--- src/rhgs_pkg.sv ---
`default_nettype none
package rhgs_pkg;
    localparam logic [7:0]  RHGS_OFFSET       = 8'h50;
    localparam int          RHGS_BIT_CLR_PWR  = 0;
    localparam int          RHGS_BIT_OC       = 1;
    localparam int          RHGS_BIT_WAKE     = 15;
    localparam int          RHGS_BIT_SET_PWR  = 16;
    localparam int          RHGS_BIT_OC_CHG   = 17;
    localparam int          RHGS_BIT_WAKE_CLR = 31;
    localparam logic [31:0] RHGS_RESET        = 32'h0000_0000;
    localparam logic        RHGS_MODE_GLOBAL  = 1'b0;
    localparam logic        RHGS_MODE_PORT    = 1'b1;
endpackage : rhgs_pkg
`default_nettype wire

--- src/root_hub_global_status.sv ---
// Behaviour
// - hub status sits in bits 15..0 and hub status change in bits 31..16.
// - writing one to bit 31 clears the wake enable; zero does nothing.
// - bit 17 is set on any change of the overcurrent bit and stays until software clears it.
// - bit 16 always reads zero.
// - in global mode writing one to bit 16 powers all ports; zero does nothing.
// - in per-port mode writing one to bit 16 powers only unmasked ports.
// - with wake enabled a connect change resumes a suspended bus and flags resume.
// - writing one to bit 15 sets the wake enable; zero leaves it.
// - bit 1 shows global overcurrent, or zero with per-port protection.
// - bit 0 always reads zero.
// - in global mode writing one to bit 0 unpowers all ports; zero does nothing.
// - in per-port mode writing one to bit 0 unpowers only unmasked ports.
// - mode zero powers ports together, mode one powers them individually.
// - in per-port mode masked ports obey only per-port commands, unmasked ports obey global ones.
`default_nettype none
module root_hub_global_status
    import rhgs_pkg::*;
#(
    parameter int NPORTS = 2
) (
    input  wire logic              CORE_CLK,
    input  wire logic              RST,
    input  wire logic              REG_WR,
    input  wire logic              REG_RD,
    input  wire logic [7:0]        REG_ADDR,
    input  wire logic [31:0]       REG_WDATA,
    output logic      [31:0]       REG_RDATA,
    input  wire logic              POWER_SWITCH_MODE,
    input  wire logic              PER_PORT_OC_PROT,
    input  wire logic [NPORTS-1:0] PORT_POWER_MASK_BITS,
    input  wire logic [NPORTS-1:0] PORT_POWER_SET,
    input  wire logic [NPORTS-1:0] PORT_POWER_CLR,
    input  wire logic              OVERCURRENT_PIN,
    input  wire logic              CONNECT_CHANGE_FLAG,
    input  wire logic              BUS_SUSPENDED_STATE,
    output logic      [NPORTS-1:0] PORT_POWER_STATUS,
    output logic                   BUS_RESUMING_STATE,
    output logic                   RESUME_DETECTED
);
    initial begin
        if (NPORTS < 1 || NPORTS > 15) begin
            $error("NPORTS must lie in 1..15");
        end
    end

    logic              device_wake_enable_ff;
    logic              global_overcurrent_flag_ff;
    logic              overcurrent_change_flag_ff;
    logic              resume_ff;
    logic [31:0]       rdata_ff;
    logic              oc_sync;
    logic              nxt_oc;
    logic              nxt_oc_chg;
    logic              nxt_wake;
    logic              nxt_resume;
    logic              hit_wr;
    logic              hit_rd;
    logic              wake_enable_clear_strobe;
    logic              wake_enable_set_strobe;
    logic              local_power_change_set_global;
    logic              local_power_clear_global;
    logic              oc_chg_clear_strobe;
    logic              resume_event;
    logic [31:0]       status_word;

    rhgs_sync u_oc_sync (
        .clk   (CORE_CLK),
        .rst   (RST),
        .d_in  (OVERCURRENT_PIN),
        .q_out (oc_sync)
    );

    // reserved write bits are ignored; software is expected to keep them zero
    assign hit_wr = REG_WR && (REG_ADDR == RHGS_OFFSET);
    assign hit_rd = REG_RD && (REG_ADDR == RHGS_OFFSET);
    assign wake_enable_clear_strobe      = hit_wr && REG_WDATA[RHGS_BIT_WAKE_CLR];
    assign wake_enable_set_strobe        = hit_wr && REG_WDATA[RHGS_BIT_WAKE];
    assign local_power_change_set_global = hit_wr && REG_WDATA[RHGS_BIT_SET_PWR];
    assign local_power_clear_global      = hit_wr && REG_WDATA[RHGS_BIT_CLR_PWR];
    assign oc_chg_clear_strobe           = hit_wr && REG_WDATA[RHGS_BIT_OC_CHG];

    // per-port protection forces the global indicator to zero
    assign nxt_oc     = PER_PORT_OC_PROT ? 1'b0 : oc_sync;
    // a change in the same cycle as the clear wins, so no change is lost
    assign nxt_oc_chg = (nxt_oc != global_overcurrent_flag_ff) ? 1'b1 :
                        (oc_chg_clear_strobe ? 1'b0 : overcurrent_change_flag_ff);
    // set and clear in one write: the clear is applied last
    assign nxt_wake   = wake_enable_clear_strobe ? 1'b0 :
                        (wake_enable_set_strobe ? 1'b1 : device_wake_enable_ff);
    assign resume_event = device_wake_enable_ff && CONNECT_CHANGE_FLAG
                          && BUS_SUSPENDED_STATE;
    assign nxt_resume   = resume_event;

    assign status_word = {wake_enable_clear_strobe & 1'b0, 13'h0000,
                          overcurrent_change_flag_ff, 1'b0,
                          device_wake_enable_ff, 13'h0000,
                          global_overcurrent_flag_ff, 1'b0};

    always_ff @(posedge CORE_CLK or posedge RST) begin
        if (RST) begin
            device_wake_enable_ff      <= RHGS_RESET[RHGS_BIT_WAKE];
            global_overcurrent_flag_ff <= RHGS_RESET[RHGS_BIT_OC];
            overcurrent_change_flag_ff <= RHGS_RESET[RHGS_BIT_OC_CHG];
            resume_ff                  <= 1'b0;
            rdata_ff                   <= RHGS_RESET;
        end else begin
            device_wake_enable_ff      <= nxt_wake;
            global_overcurrent_flag_ff <= nxt_oc;
            overcurrent_change_flag_ff <= nxt_oc_chg;
            resume_ff                  <= nxt_resume;
            rdata_ff                   <= hit_rd ? status_word : 32'h0000_0000;
        end
    end

    rhgs_port_power #(
        .NPORTS (NPORTS)
    ) u_power (
        .clk      (CORE_CLK),
        .rst      (RST),
        .mode     (POWER_SWITCH_MODE),
        .mask     (PORT_POWER_MASK_BITS),
        .set_all  (local_power_change_set_global),
        .clr_all  (local_power_clear_global),
        .port_set (PORT_POWER_SET),
        .port_clr (PORT_POWER_CLR),
        .power_ff (PORT_POWER_STATUS)
    );

    assign REG_RDATA          = rdata_ff;
    assign BUS_RESUMING_STATE = resume_ff;
    assign RESUME_DETECTED    = resume_ff;

    AST_WAKE_CLR: assert property (@(posedge CORE_CLK) disable iff (RST)
        wake_enable_clear_strobe |=> !device_wake_enable_ff)
        else $error("wake enable not cleared");
    AST_WAKE_SET: assert property (@(posedge CORE_CLK) disable iff (RST)
        (wake_enable_set_strobe && !wake_enable_clear_strobe) |=> device_wake_enable_ff)
        else $error("wake enable not set");
    AST_WAKE_HOLD: assert property (@(posedge CORE_CLK) disable iff (RST)
        !hit_wr |=> $stable(device_wake_enable_ff))
        else $error("wake enable moved without write");
    AST_OC_CHG: assert property (@(posedge CORE_CLK) disable iff (RST)
        $changed(global_overcurrent_flag_ff) |-> overcurrent_change_flag_ff)
        else $error("overcurrent change not flagged");
    AST_OC_STICKY: assert property (@(posedge CORE_CLK) disable iff (RST)
        (overcurrent_change_flag_ff && !oc_chg_clear_strobe) |=> overcurrent_change_flag_ff)
        else $error("overcurrent change lost");
    AST_OC_PERPORT: assert property (@(posedge CORE_CLK) disable iff (RST)
        PER_PORT_OC_PROT |=> !global_overcurrent_flag_ff)
        else $error("overcurrent shown under per-port protection");
    AST_RD_ZERO: assert property (@(posedge CORE_CLK) disable iff (RST)
        hit_rd |=> (REG_RDATA[RHGS_BIT_SET_PWR] == 1'b0 && REG_RDATA[RHGS_BIT_CLR_PWR] == 1'b0))
        else $error("local power bits read nonzero");
    AST_RD_WAKE: assert property (@(posedge CORE_CLK) disable iff (RST)
        hit_rd |=> REG_RDATA[RHGS_BIT_WAKE] == $past(device_wake_enable_ff))
        else $error("wake enable read wrong");
    AST_RESUME: assert property (@(posedge CORE_CLK) disable iff (RST)
        (device_wake_enable_ff && CONNECT_CHANGE_FLAG && BUS_SUSPENDED_STATE)
        |=> (BUS_RESUMING_STATE && RESUME_DETECTED))
        else $error("resume not raised");
    AST_NO_RESUME: assert property (@(posedge CORE_CLK) disable iff (RST)
        !device_wake_enable_ff |=> !RESUME_DETECTED)
        else $error("resume without wake enable");
    AST_GLOBAL_ON: assert property (@(posedge CORE_CLK) disable iff (RST)
        (local_power_change_set_global && !local_power_clear_global
         && POWER_SWITCH_MODE == RHGS_MODE_GLOBAL && PORT_POWER_CLR == '0)
        |=> PORT_POWER_STATUS == {NPORTS{1'b1}})
        else $error("global power on failed");
    AST_GLOBAL_OFF: assert property (@(posedge CORE_CLK) disable iff (RST)
        (local_power_clear_global && POWER_SWITCH_MODE == RHGS_MODE_GLOBAL)
        |=> PORT_POWER_STATUS == '0)
        else $error("global power off failed");
    AST_MASKED_KEEP: assert property (@(posedge CORE_CLK) disable iff (RST)
        (POWER_SWITCH_MODE == RHGS_MODE_PORT && PORT_POWER_SET == '0 && PORT_POWER_CLR == '0)
        |=> ((PORT_POWER_STATUS & $past(PORT_POWER_MASK_BITS))
             == ($past(PORT_POWER_STATUS) & $past(PORT_POWER_MASK_BITS))))
        else $error("masked port followed global command");
    AST_PORT_ON: assert property (@(posedge CORE_CLK) disable iff (RST)
        (local_power_change_set_global && !local_power_clear_global
         && POWER_SWITCH_MODE == RHGS_MODE_PORT)
        |=> ((PORT_POWER_STATUS & ~$past(PORT_POWER_MASK_BITS)) == ~$past(PORT_POWER_MASK_BITS)))
        else $error("unmasked port not powered");
    AST_PORT_OFF: assert property (@(posedge CORE_CLK) disable iff (RST)
        (local_power_clear_global && POWER_SWITCH_MODE == RHGS_MODE_PORT)
        |=> ((PORT_POWER_STATUS & ~$past(PORT_POWER_MASK_BITS)) == '0))
        else $error("unmasked port not unpowered");
endmodule : root_hub_global_status
`default_nettype wire

--- src/rhgs_sync.sv ---
`default_nettype none
module rhgs_sync (
    input  wire logic clk,
    input  wire logic rst,
    input  wire logic d_in,
    output logic      q_out
);
    logic meta_ff;
    // first stage is read only by the second
    always_ff @(posedge clk or posedge rst) begin
        if (rst) begin
            meta_ff <= 1'b0;
            q_out   <= 1'b0;
        end else begin
            meta_ff <= d_in;
            q_out   <= meta_ff;
        end
    end
endmodule : rhgs_sync
`default_nettype wire

--- src/rhgs_port_power.sv ---
`default_nettype none
module rhgs_port_power
    import rhgs_pkg::*;
#(
    parameter int NPORTS = 2
) (
    input  wire logic              clk,
    input  wire logic              rst,
    input  wire logic              mode,
    input  wire logic [NPORTS-1:0] mask,
    input  wire logic              set_all,
    input  wire logic              clr_all,
    input  wire logic [NPORTS-1:0] port_set,
    input  wire logic [NPORTS-1:0] port_clr,
    output logic      [NPORTS-1:0] power_ff
);
    logic [NPORTS-1:0] global_sel;
    logic [NPORTS-1:0] port_sel;
    logic [NPORTS-1:0] nxt_power;
    // global mode: every port follows global commands; per-port: only unmasked ones
    assign global_sel = (mode == RHGS_MODE_GLOBAL) ? {NPORTS{1'b1}} : ~mask;
    assign port_sel   = (mode == RHGS_MODE_PORT) ? mask : {NPORTS{1'b0}};
    // clear beats set on the same cycle so a power-off request is never lost
    assign nxt_power  = ((power_ff | (global_sel & {NPORTS{set_all}}) | (port_sel & port_set))
                        & ~(global_sel & {NPORTS{clr_all}}) & ~(port_sel & port_clr));
    always_ff @(posedge clk or posedge rst) begin
        if (rst) begin
            power_ff <= '0;
        end else begin
            power_ff <= nxt_power;
        end
    end
endmodule : rhgs_port_power
`default_nettype wire

--- config.mk ---
export PLATFORM = sky130hd
export DESIGN_NAME = root_hub_global_status
export DESIGN_NICKNAME = d
export VERILOG_FILES = /design/src/rhgs_pkg.sv /design/src/root_hub_global_status.sv /design/src/rhgs_sync.sv /design/src/rhgs_port_power.sv
export SDC_FILE = /design/constraint.sdc
export NUM_CORES = 1
export LEC_CHECK = 0
export BUFFER_PORTS_ARGS = -buffer_cell sky130_fd_sc_hd__buf_2
export CAP_MARGIN = 10
export CORE_ASPECT_RATIO = 1.25
export CORE_MARGIN = 2
export CORE_UTILIZATION = 33
export CTS_BUF_LIST = sky130_fd_sc_hd__clkbuf_4 sky130_fd_sc_hd__clkbuf_8
export DETAILED_ROUTE_END_ITERATION = 8
export HOLD_SLACK_MARGIN = 0.03
export PLACE_DENSITY = 0.81
export SLEW_MARGIN = 40
export SYNTH_ARGS = -nofsm -noshare
export SYNTH_HDL_FRONTEND = slang
export SYNTH_HIERARCHICAL = 1
export SYNTH_SLANG_ARGS = --single-unit
--- constraint.sdc ---
create_clock -name CORE_CLK -period 1.1 [get_ports CORE_CLK]
set_input_delay 0.11 -clock CORE_CLK [delete_from_list [all_inputs] [get_ports CORE_CLK]]
set_output_delay 0.11 -clock CORE_CLK [all_outputs]
set_load 0.1 [all_outputs]
==> results of run 1 <==
## how the worst min path moves through the flow
| stage | endpoint | depth (start not counted) |
|---|---|---|
| final | global_overcurrent_flag_ff | 2 |
| after global routing | global_overcurrent_flag_ff | 2 |
| after CTS | global_overcurrent_flag_ff | 2 |
| after detailed placement | u_oc_sync/meta_ff | 2 |
| after global placement | u_oc_sync/meta_ff | 2 |
| after floorplan | u_oc_sync/meta_ff | 1 |
## per-stage QoR
step                      power (W)  TNS [ns]  worst slack (ns)
after global placement      0.00116    -0.266            -0.136
after global routing        0.00151         0           0.00505
final                       0.00144         0            0.0447
after detailed placement    0.00117    -0.386            -0.195
after CTS                   0.00145         0            0.0293
after floorplan             0.00111  -0.00662          -0.00521
## sequential cells by signal (all words and copies together), names as in the netlist
register and flops:
REG_RDATA 3, u_power/power_ff 2, BUS_RESUMING_STATE 1, device_wake_enable_ff 1, global_overcurrent_flag_ff 1, overcurrent_change_flag_ff 1
u_oc_sync/meta_ff 1, u_oc_sync/q_out 1
## what timing repair did
item | CTS | global route
buffers inserted | 0 | 2
endpoints found under the hold margin | 14 | 1
setup endpoints to repair | 0 | 1
## synthesized netlist by cell type (2+ instances only)
cell type	n	share of area, %
and4bb_1	2	3.3
a211oi_1	2	2.0
dfrtp_1	11	36
and3_1	8	6.6
inv_1	3	1.5
nor4b_4	2	6.3
a21boi_2	2	3.0
buf_4	30	30
nor4_2	2	3.3
## area by class of cell
type / instances / area, sq um
Tap cell: 31 / 38.8
Clock inverter: 1 / 5.00
Clock buffer: 3 / 22.5
Multi-Input combinational cell: 54 / 349
Inverter: 3 / 11.3
Sequential cell: 11 / 287
Timing Repair Buffer: 40 / 328
Fill cell: 229 / 1150
## power breakdown
group | leakage (nW) | switching (W) | internal, W
Combinational | 0.408 | 0.000590 | 0.000126
Sequential | 0.134 | 0.0000225 | 0.000433
Clock | 0.0177 | 0.000130 | 0.000134
## per-layer routing
| metal | vias up | track usage (%) | part of all wire, % |
|---|---|---|---|
| li1 | 268 | - | - |
| met1 | 266 | 11.6 | 32 |
| met2 | 21 | 19.4 | 61 |
| met3 | 0 | 4.75 | 6.4 |
| met4 | 0 | 3.57 | 0 |
| met5 | - | 0 | 0 |
## cells by family after synthesis
logic type | share of synthesized area [%]
buffers and inverters | 31.3
AND/OR/NAND/NOR | 22.4
flip-flops | 36.4
AO/OA/AOI/OAI | 8.28
XOR/XNOR | 1.16
other | 0.496
==> flow_summary.json, run 1 <==
{
  "synth.distinct_cells": 17,
  "ys_seq_area_share_pct": 36.4,
  "grt_pass1_wl_microns": 2130,
  "yosys_register_bits": 11,
  "first_iter_violations": 3,
  "criticalPathCategory": "flop to primary output",
  "io_pins": 91,
  "yosys_most_used_dff": "dfrtp_1",
  "dp_hpwl_microns": 1270,
  "ant_nets": 0,
  "power.density_mw_per_mm2": 1380,
  "grt_pass1_vias": 495,
  "cts.sinks": 11,
  "cp_top_family": "flip-flops",
  "vias_per_cell": 3.88,
  "routed_wl_microns": 1490,
  "clockBufferDepth": 2,
  "finalInstanceArea_sq_mm": 0.00104,
  "clk_pin_slew_ns": 0.07,
  "final_cell_mix": "conb_1 (29), buf_2 (27), dfrtp_1 (8), and3_1 (8), buf_12 (7)",
  "critical_path.endpoint": "RESUME_DETECTED",
  "synth.cell_area_sq_um": 756,
  "cp_slowest_cell": "dfrtp_4",
  "path_buf_inv": 1,
  "fin_crit_sh_pct": 95.9,
  "rr_endpoint": "overcurrent_change_flag_ff",
  "avgSynthCellArea_sq_um": 10.8,
  "fin_nets": 168,
  "maxCapViolCount": 0,
  "final_common_cell": "conb_1",
  "yosysWarnings": 6,
  "min_path_type": "input port to flop",
  "area_growth_pct": 37.7,
  "numCtsBuffers": 3,
  "setup_violations": 0,
  "cts_tree": "yes",
  "stdcell_count": 143,
  "min_from": "PER_PORT_OC_PROT",
  "end_kind": "primary output",
  "start_util_pct": 34.6,
  "r2r_setup_slack_ns": 0.14,
  "placed_cells": 134,
  "drive_gt1_share_pct": 46.4,
  "critPathLaunchType": "flop",
  "port_buffers": 34,
  "wire_per_inst_microns": 10.4,
  "clk_latency_ns": 0.26,
  "worst-path-max-fanout": 2,
  "die_h_microns": 57.5,
  "crit_start": "BUS_RESUMING_STATE",
  "netlist_instances": 70,
  "path_cells": "buf_12",
  "holdWs_ns": 0.0145,
  "core_sq_mm": 0.00219,
  "cts-root-buf": "clkbuf_4",
  "grtUsageTotal_pct": 11.1,
  "async_flop_share_pct": 100,
  "status": "finished, final reports clean",
  "ir_worst_vdd_uv": 696,
  "n_antenna_cell": 0,
  "grt_max_degree": 9,
  "placed_area_sq_um": 968,
  "final_hold_viol_count": 0,
  "die_x_microns": 46.8,
  "num_rows": 19,
  "cts_hold_buf": 3,
  "vias": 555,
  "drcViolationCount": 0,
  "grt_antenna_before_repair": 0,
  "cts_max_level": 1,
  "path_depth": 1,
  "max_freq_mhz": 948,
  "first_pass_iters": 2,
  "fin_crit_ns": 1.06,
  "dieArea_sq_mm": 0.00269,
  "skew_ns": 0.00189,
  "gp_congestion": 0.670,
  "rsz0062_at_grt": "false",
  "cts_resized": 0,
  "slew_violations": 0,
  "slowest_delay_ns": 0.50,
  "worstReg2RegStart": "u_oc_sync/q_out",
  "cp_data_arrival_time_ns": 0.95,
  "r2r_cells": 3,
  "postLayoutCoreUtil_pct": 47.6,
  "grt_overflow_total": 0,
  "synth_edf_count": 0,
  "p_leak_nw": 0.560,
  "required_ns": 0.99
}
Note: power is estimated with default switching activity, not from simulation.
==> inputs of run 2 (changes only) <==
- ABC_AREA: default -> 1
- CORE_UTILIZATION: 33 -> 34
- PLACE_DENSITY: 0.81 -> 0.82
==> flow_summary.json, run 2 <==
{
  "worst_slack_ns": 0.108,
  "grt_overflow_total": 0,
  "synth_top_family_by_area": "buffers and inverters",
  "pre_cts_ws_ns": 0.0564,
  "required_ns": 0.99,
  "cp_top_family": "flip-flops",
  "path_cells": "buf_12",
  "power.density_mw_per_mm2": 1420,
  "n_fill_cell": 213,
  "grt_pass1_wl_microns": 2040,
  "vias_per_cell": 3.53,
  "min_from": "REG_WDATA[15]",
  "clk_latency_ns": 0.26,
  "worst-path-max-fanout": 2,
  "yosys_register_bits": 11,
  "grt_antenna_before_repair": 0,
  "p_leak_nw": 0.631,
  "cts.sinks": 11,
  "dieArea_sq_mm": 0.00267,
  "avgSynthCellArea_sq_um": 7.63,
  "end_kind": "primary output",
  "port_buffers": 34,
  "routed_wl_microns": 1280,
  "synth_xor_area_share_pct": 1.14,
  "power_w": 0.00145,
  "synthTopCellsByCount": "buf_4 (30), inv_1 (21), nand2_1 (14)",
  "stdcell_count": 171,
  "postCtsSetupBuffers": 0,
  "muxShareOfSynthArea_pct": 0,
  "netlist_instances": 101,
  "final_hold_viol_count": 0,
  "final_common_cell": "conb_1",
  "cts_tree": "yes",
  "cp_slowest_cell": "dfrtp_2",
  "area_growth_pct": 33.1,
  "yosys_most_used_dff": "dfrtp_1",
  "slew_violations": 0,
  "placed_cells": 165,
  "synth_top_area_share_pct": 35.7,
  "final_cell_mix": "conb_1 (29), buf_2 (27), inv_1 (21)",
  "fin_nets": 196,
  "rsz0062_at_grt": "false",
  "die_h_microns": 57.2,
  "drive_gt1_share_pct": 34.3,
  "path_buf_inv": 1,
  "min_path_type": "input port to flop",
  "cts_resized": 0,
  "numCtsBuffers": 3,
  "gp_congestion": 0.729,
  "ant_nets": 0,
  "dp_hpwl_microns": 1150,
  "async_flop_share_pct": 100,
  "criticalPathCategory": "flop to primary output",
  "ys_seq_area_share_pct": 35.7,
  "status": "finished, final reports clean",
  "ir_worst_vdd_uv": 1020,
  "clk_pin_slew_ns": 0.07,
  "start_util_pct": 35.6,
  "grt_max_degree": 8,
  "wire_per_inst_microns": 7.49,
  "num_rows": 19,
  "synthAdderAreaFrac_pct": 0,
  "largest_reg_flops": 3,
  "slowest_delay_ns": 0.44,
  "synth.distinct_cells": 17,
  "cts_max_level": 1,
  "fin_crit_ns": 0.992,
  "maxCapViolCount": 0,
  "yosysWarnings": 6,
  "vias": 604,
  "crit_start": "BUS_RESUMING_STATE",
  "synthTopCellsByArea": "dfrtp_1 (36%), buf_4 (29%), inv_1 (10%)",
  "grt_pass1_vias": 532,
  "core_sq_mm": 0.00216,
  "first_iter_violations": 6,
  "cts-root-buf": "clkbuf_4",
  "die_x_microns": 46.6,
  "clockBufferDepth": 2,
  "worstReg2RegStart": "u_oc_sync/q_out",
  "drcViolationCount": 0,
  "io_pins": 91,
  "critPathLaunchType": "flop",
  "setup_violations": 0,
  "synth_edf_count": 0,
  "synth.cell_area_sq_um": 771,
  "synth_compound_area_share_pct": 3.90,
  "fin_crit_sh_pct": 90.2,
  "yosys.area.top_type": "dfrtp_1",
  "setup_tns_ns": 0,
  "n_antenna_cell": 0,
  "synth_most_common_cell": "buf_4",
  "skew_ns": 0.00316,
  "first_pass_iters": 3,
  "cp_data_arrival_time_ns": 0.88,
  "synth_simple_gate_area_share_pct": 19.3,
  "max_freq_mhz": 1010,
  "grtUsageTotal_pct": 10.8
}
==> run 2: logic make-up (layout without fill, tap and decap cells) <==
| logic type | after synthesis | count (layout) |
|---|---|---|
| flip-flops | 11 | 11 |
| other | 1 | 29 |
| XOR/XNOR | 1 | 1 |
| AO/OA/AOI/OAI | 5 | 5 |
| buffers and inverters | 51 | 62 |
| AND/OR/NAND/NOR | 32 | 32 |
==> run 2: through the flow <==
step / cell area (sq um) / hold WS, ns / util, %
2_1_floorplan: 880 / -0.149 / -
3_3_place_gp: 976 / -0.0205 / 45.1
3_5_place_dp: 976 / -0.0175 / 45.1
4_1_cts: 1030 / 0.0831 / 47.4
5_1_grt: 1030 / 0.0785 / 47.4
6_report: 1030 / 0.0922 / 47.4
==> run 2: metal layers <==
layer  vias to the layer above  track usage (%)  share of wire (%)  routed length, microns
met2                        42             18.7                 53                     684
li1                        310                -                  -                       -
met5                         -                0                  0                       0
met1                       252             10.2                 32                     408
met3                         0             6.33                 15                     188
met4                         0             3.67                  0                       0
==> run 2: final cells by class <==
type | count | area [sq um] | share of cell area (%)
inverters | 21 | 78.8 | 7.68
repair buffers | 37 | 303 | 29.5
clock buffers | 4 | 30.0 | 2.93
flip-flops and latches | 11 | 279 | 27.2
multi-input cells | 67 | 297 | 28.9
well taps | 31 | 38.8 | 3.78
==> run 2: report_power, final <==
part | total (W) | internal (W) | switching (W)
sequential | 0.000448 | 0.000427 | 0.0000211
clock | 0.000290 | 0.000165 | 0.000125
combinational | 0.000715 | 0.000119 | 0.000596
==> run 2: final timing paths <==
kind | endpoint | cells after the start | slack, ns
worst min-delay path | device_wake_enable_ff | 3 | 0.09
worst max register to register | overcurrent_change_flag_ff | 4 | 0.17
min in group asynchronous | u_oc_sync/q_out | 3 | 0.24
max in group asynchronous | BUS_RESUMING_STATE | 3 | 0.55
worst max-delay path | RESUME_DETECTED | 1 | 0.11
worst min register to register | u_oc_sync/q_out | 0 | 0.37
==> run 2: what timing repair did <==
item | 4_1_cts | 5_1_grt
endpoints found under the hold margin | 12 | 0
setup endpoints to repair | 0 | 0
hold buffers | 2 | 0
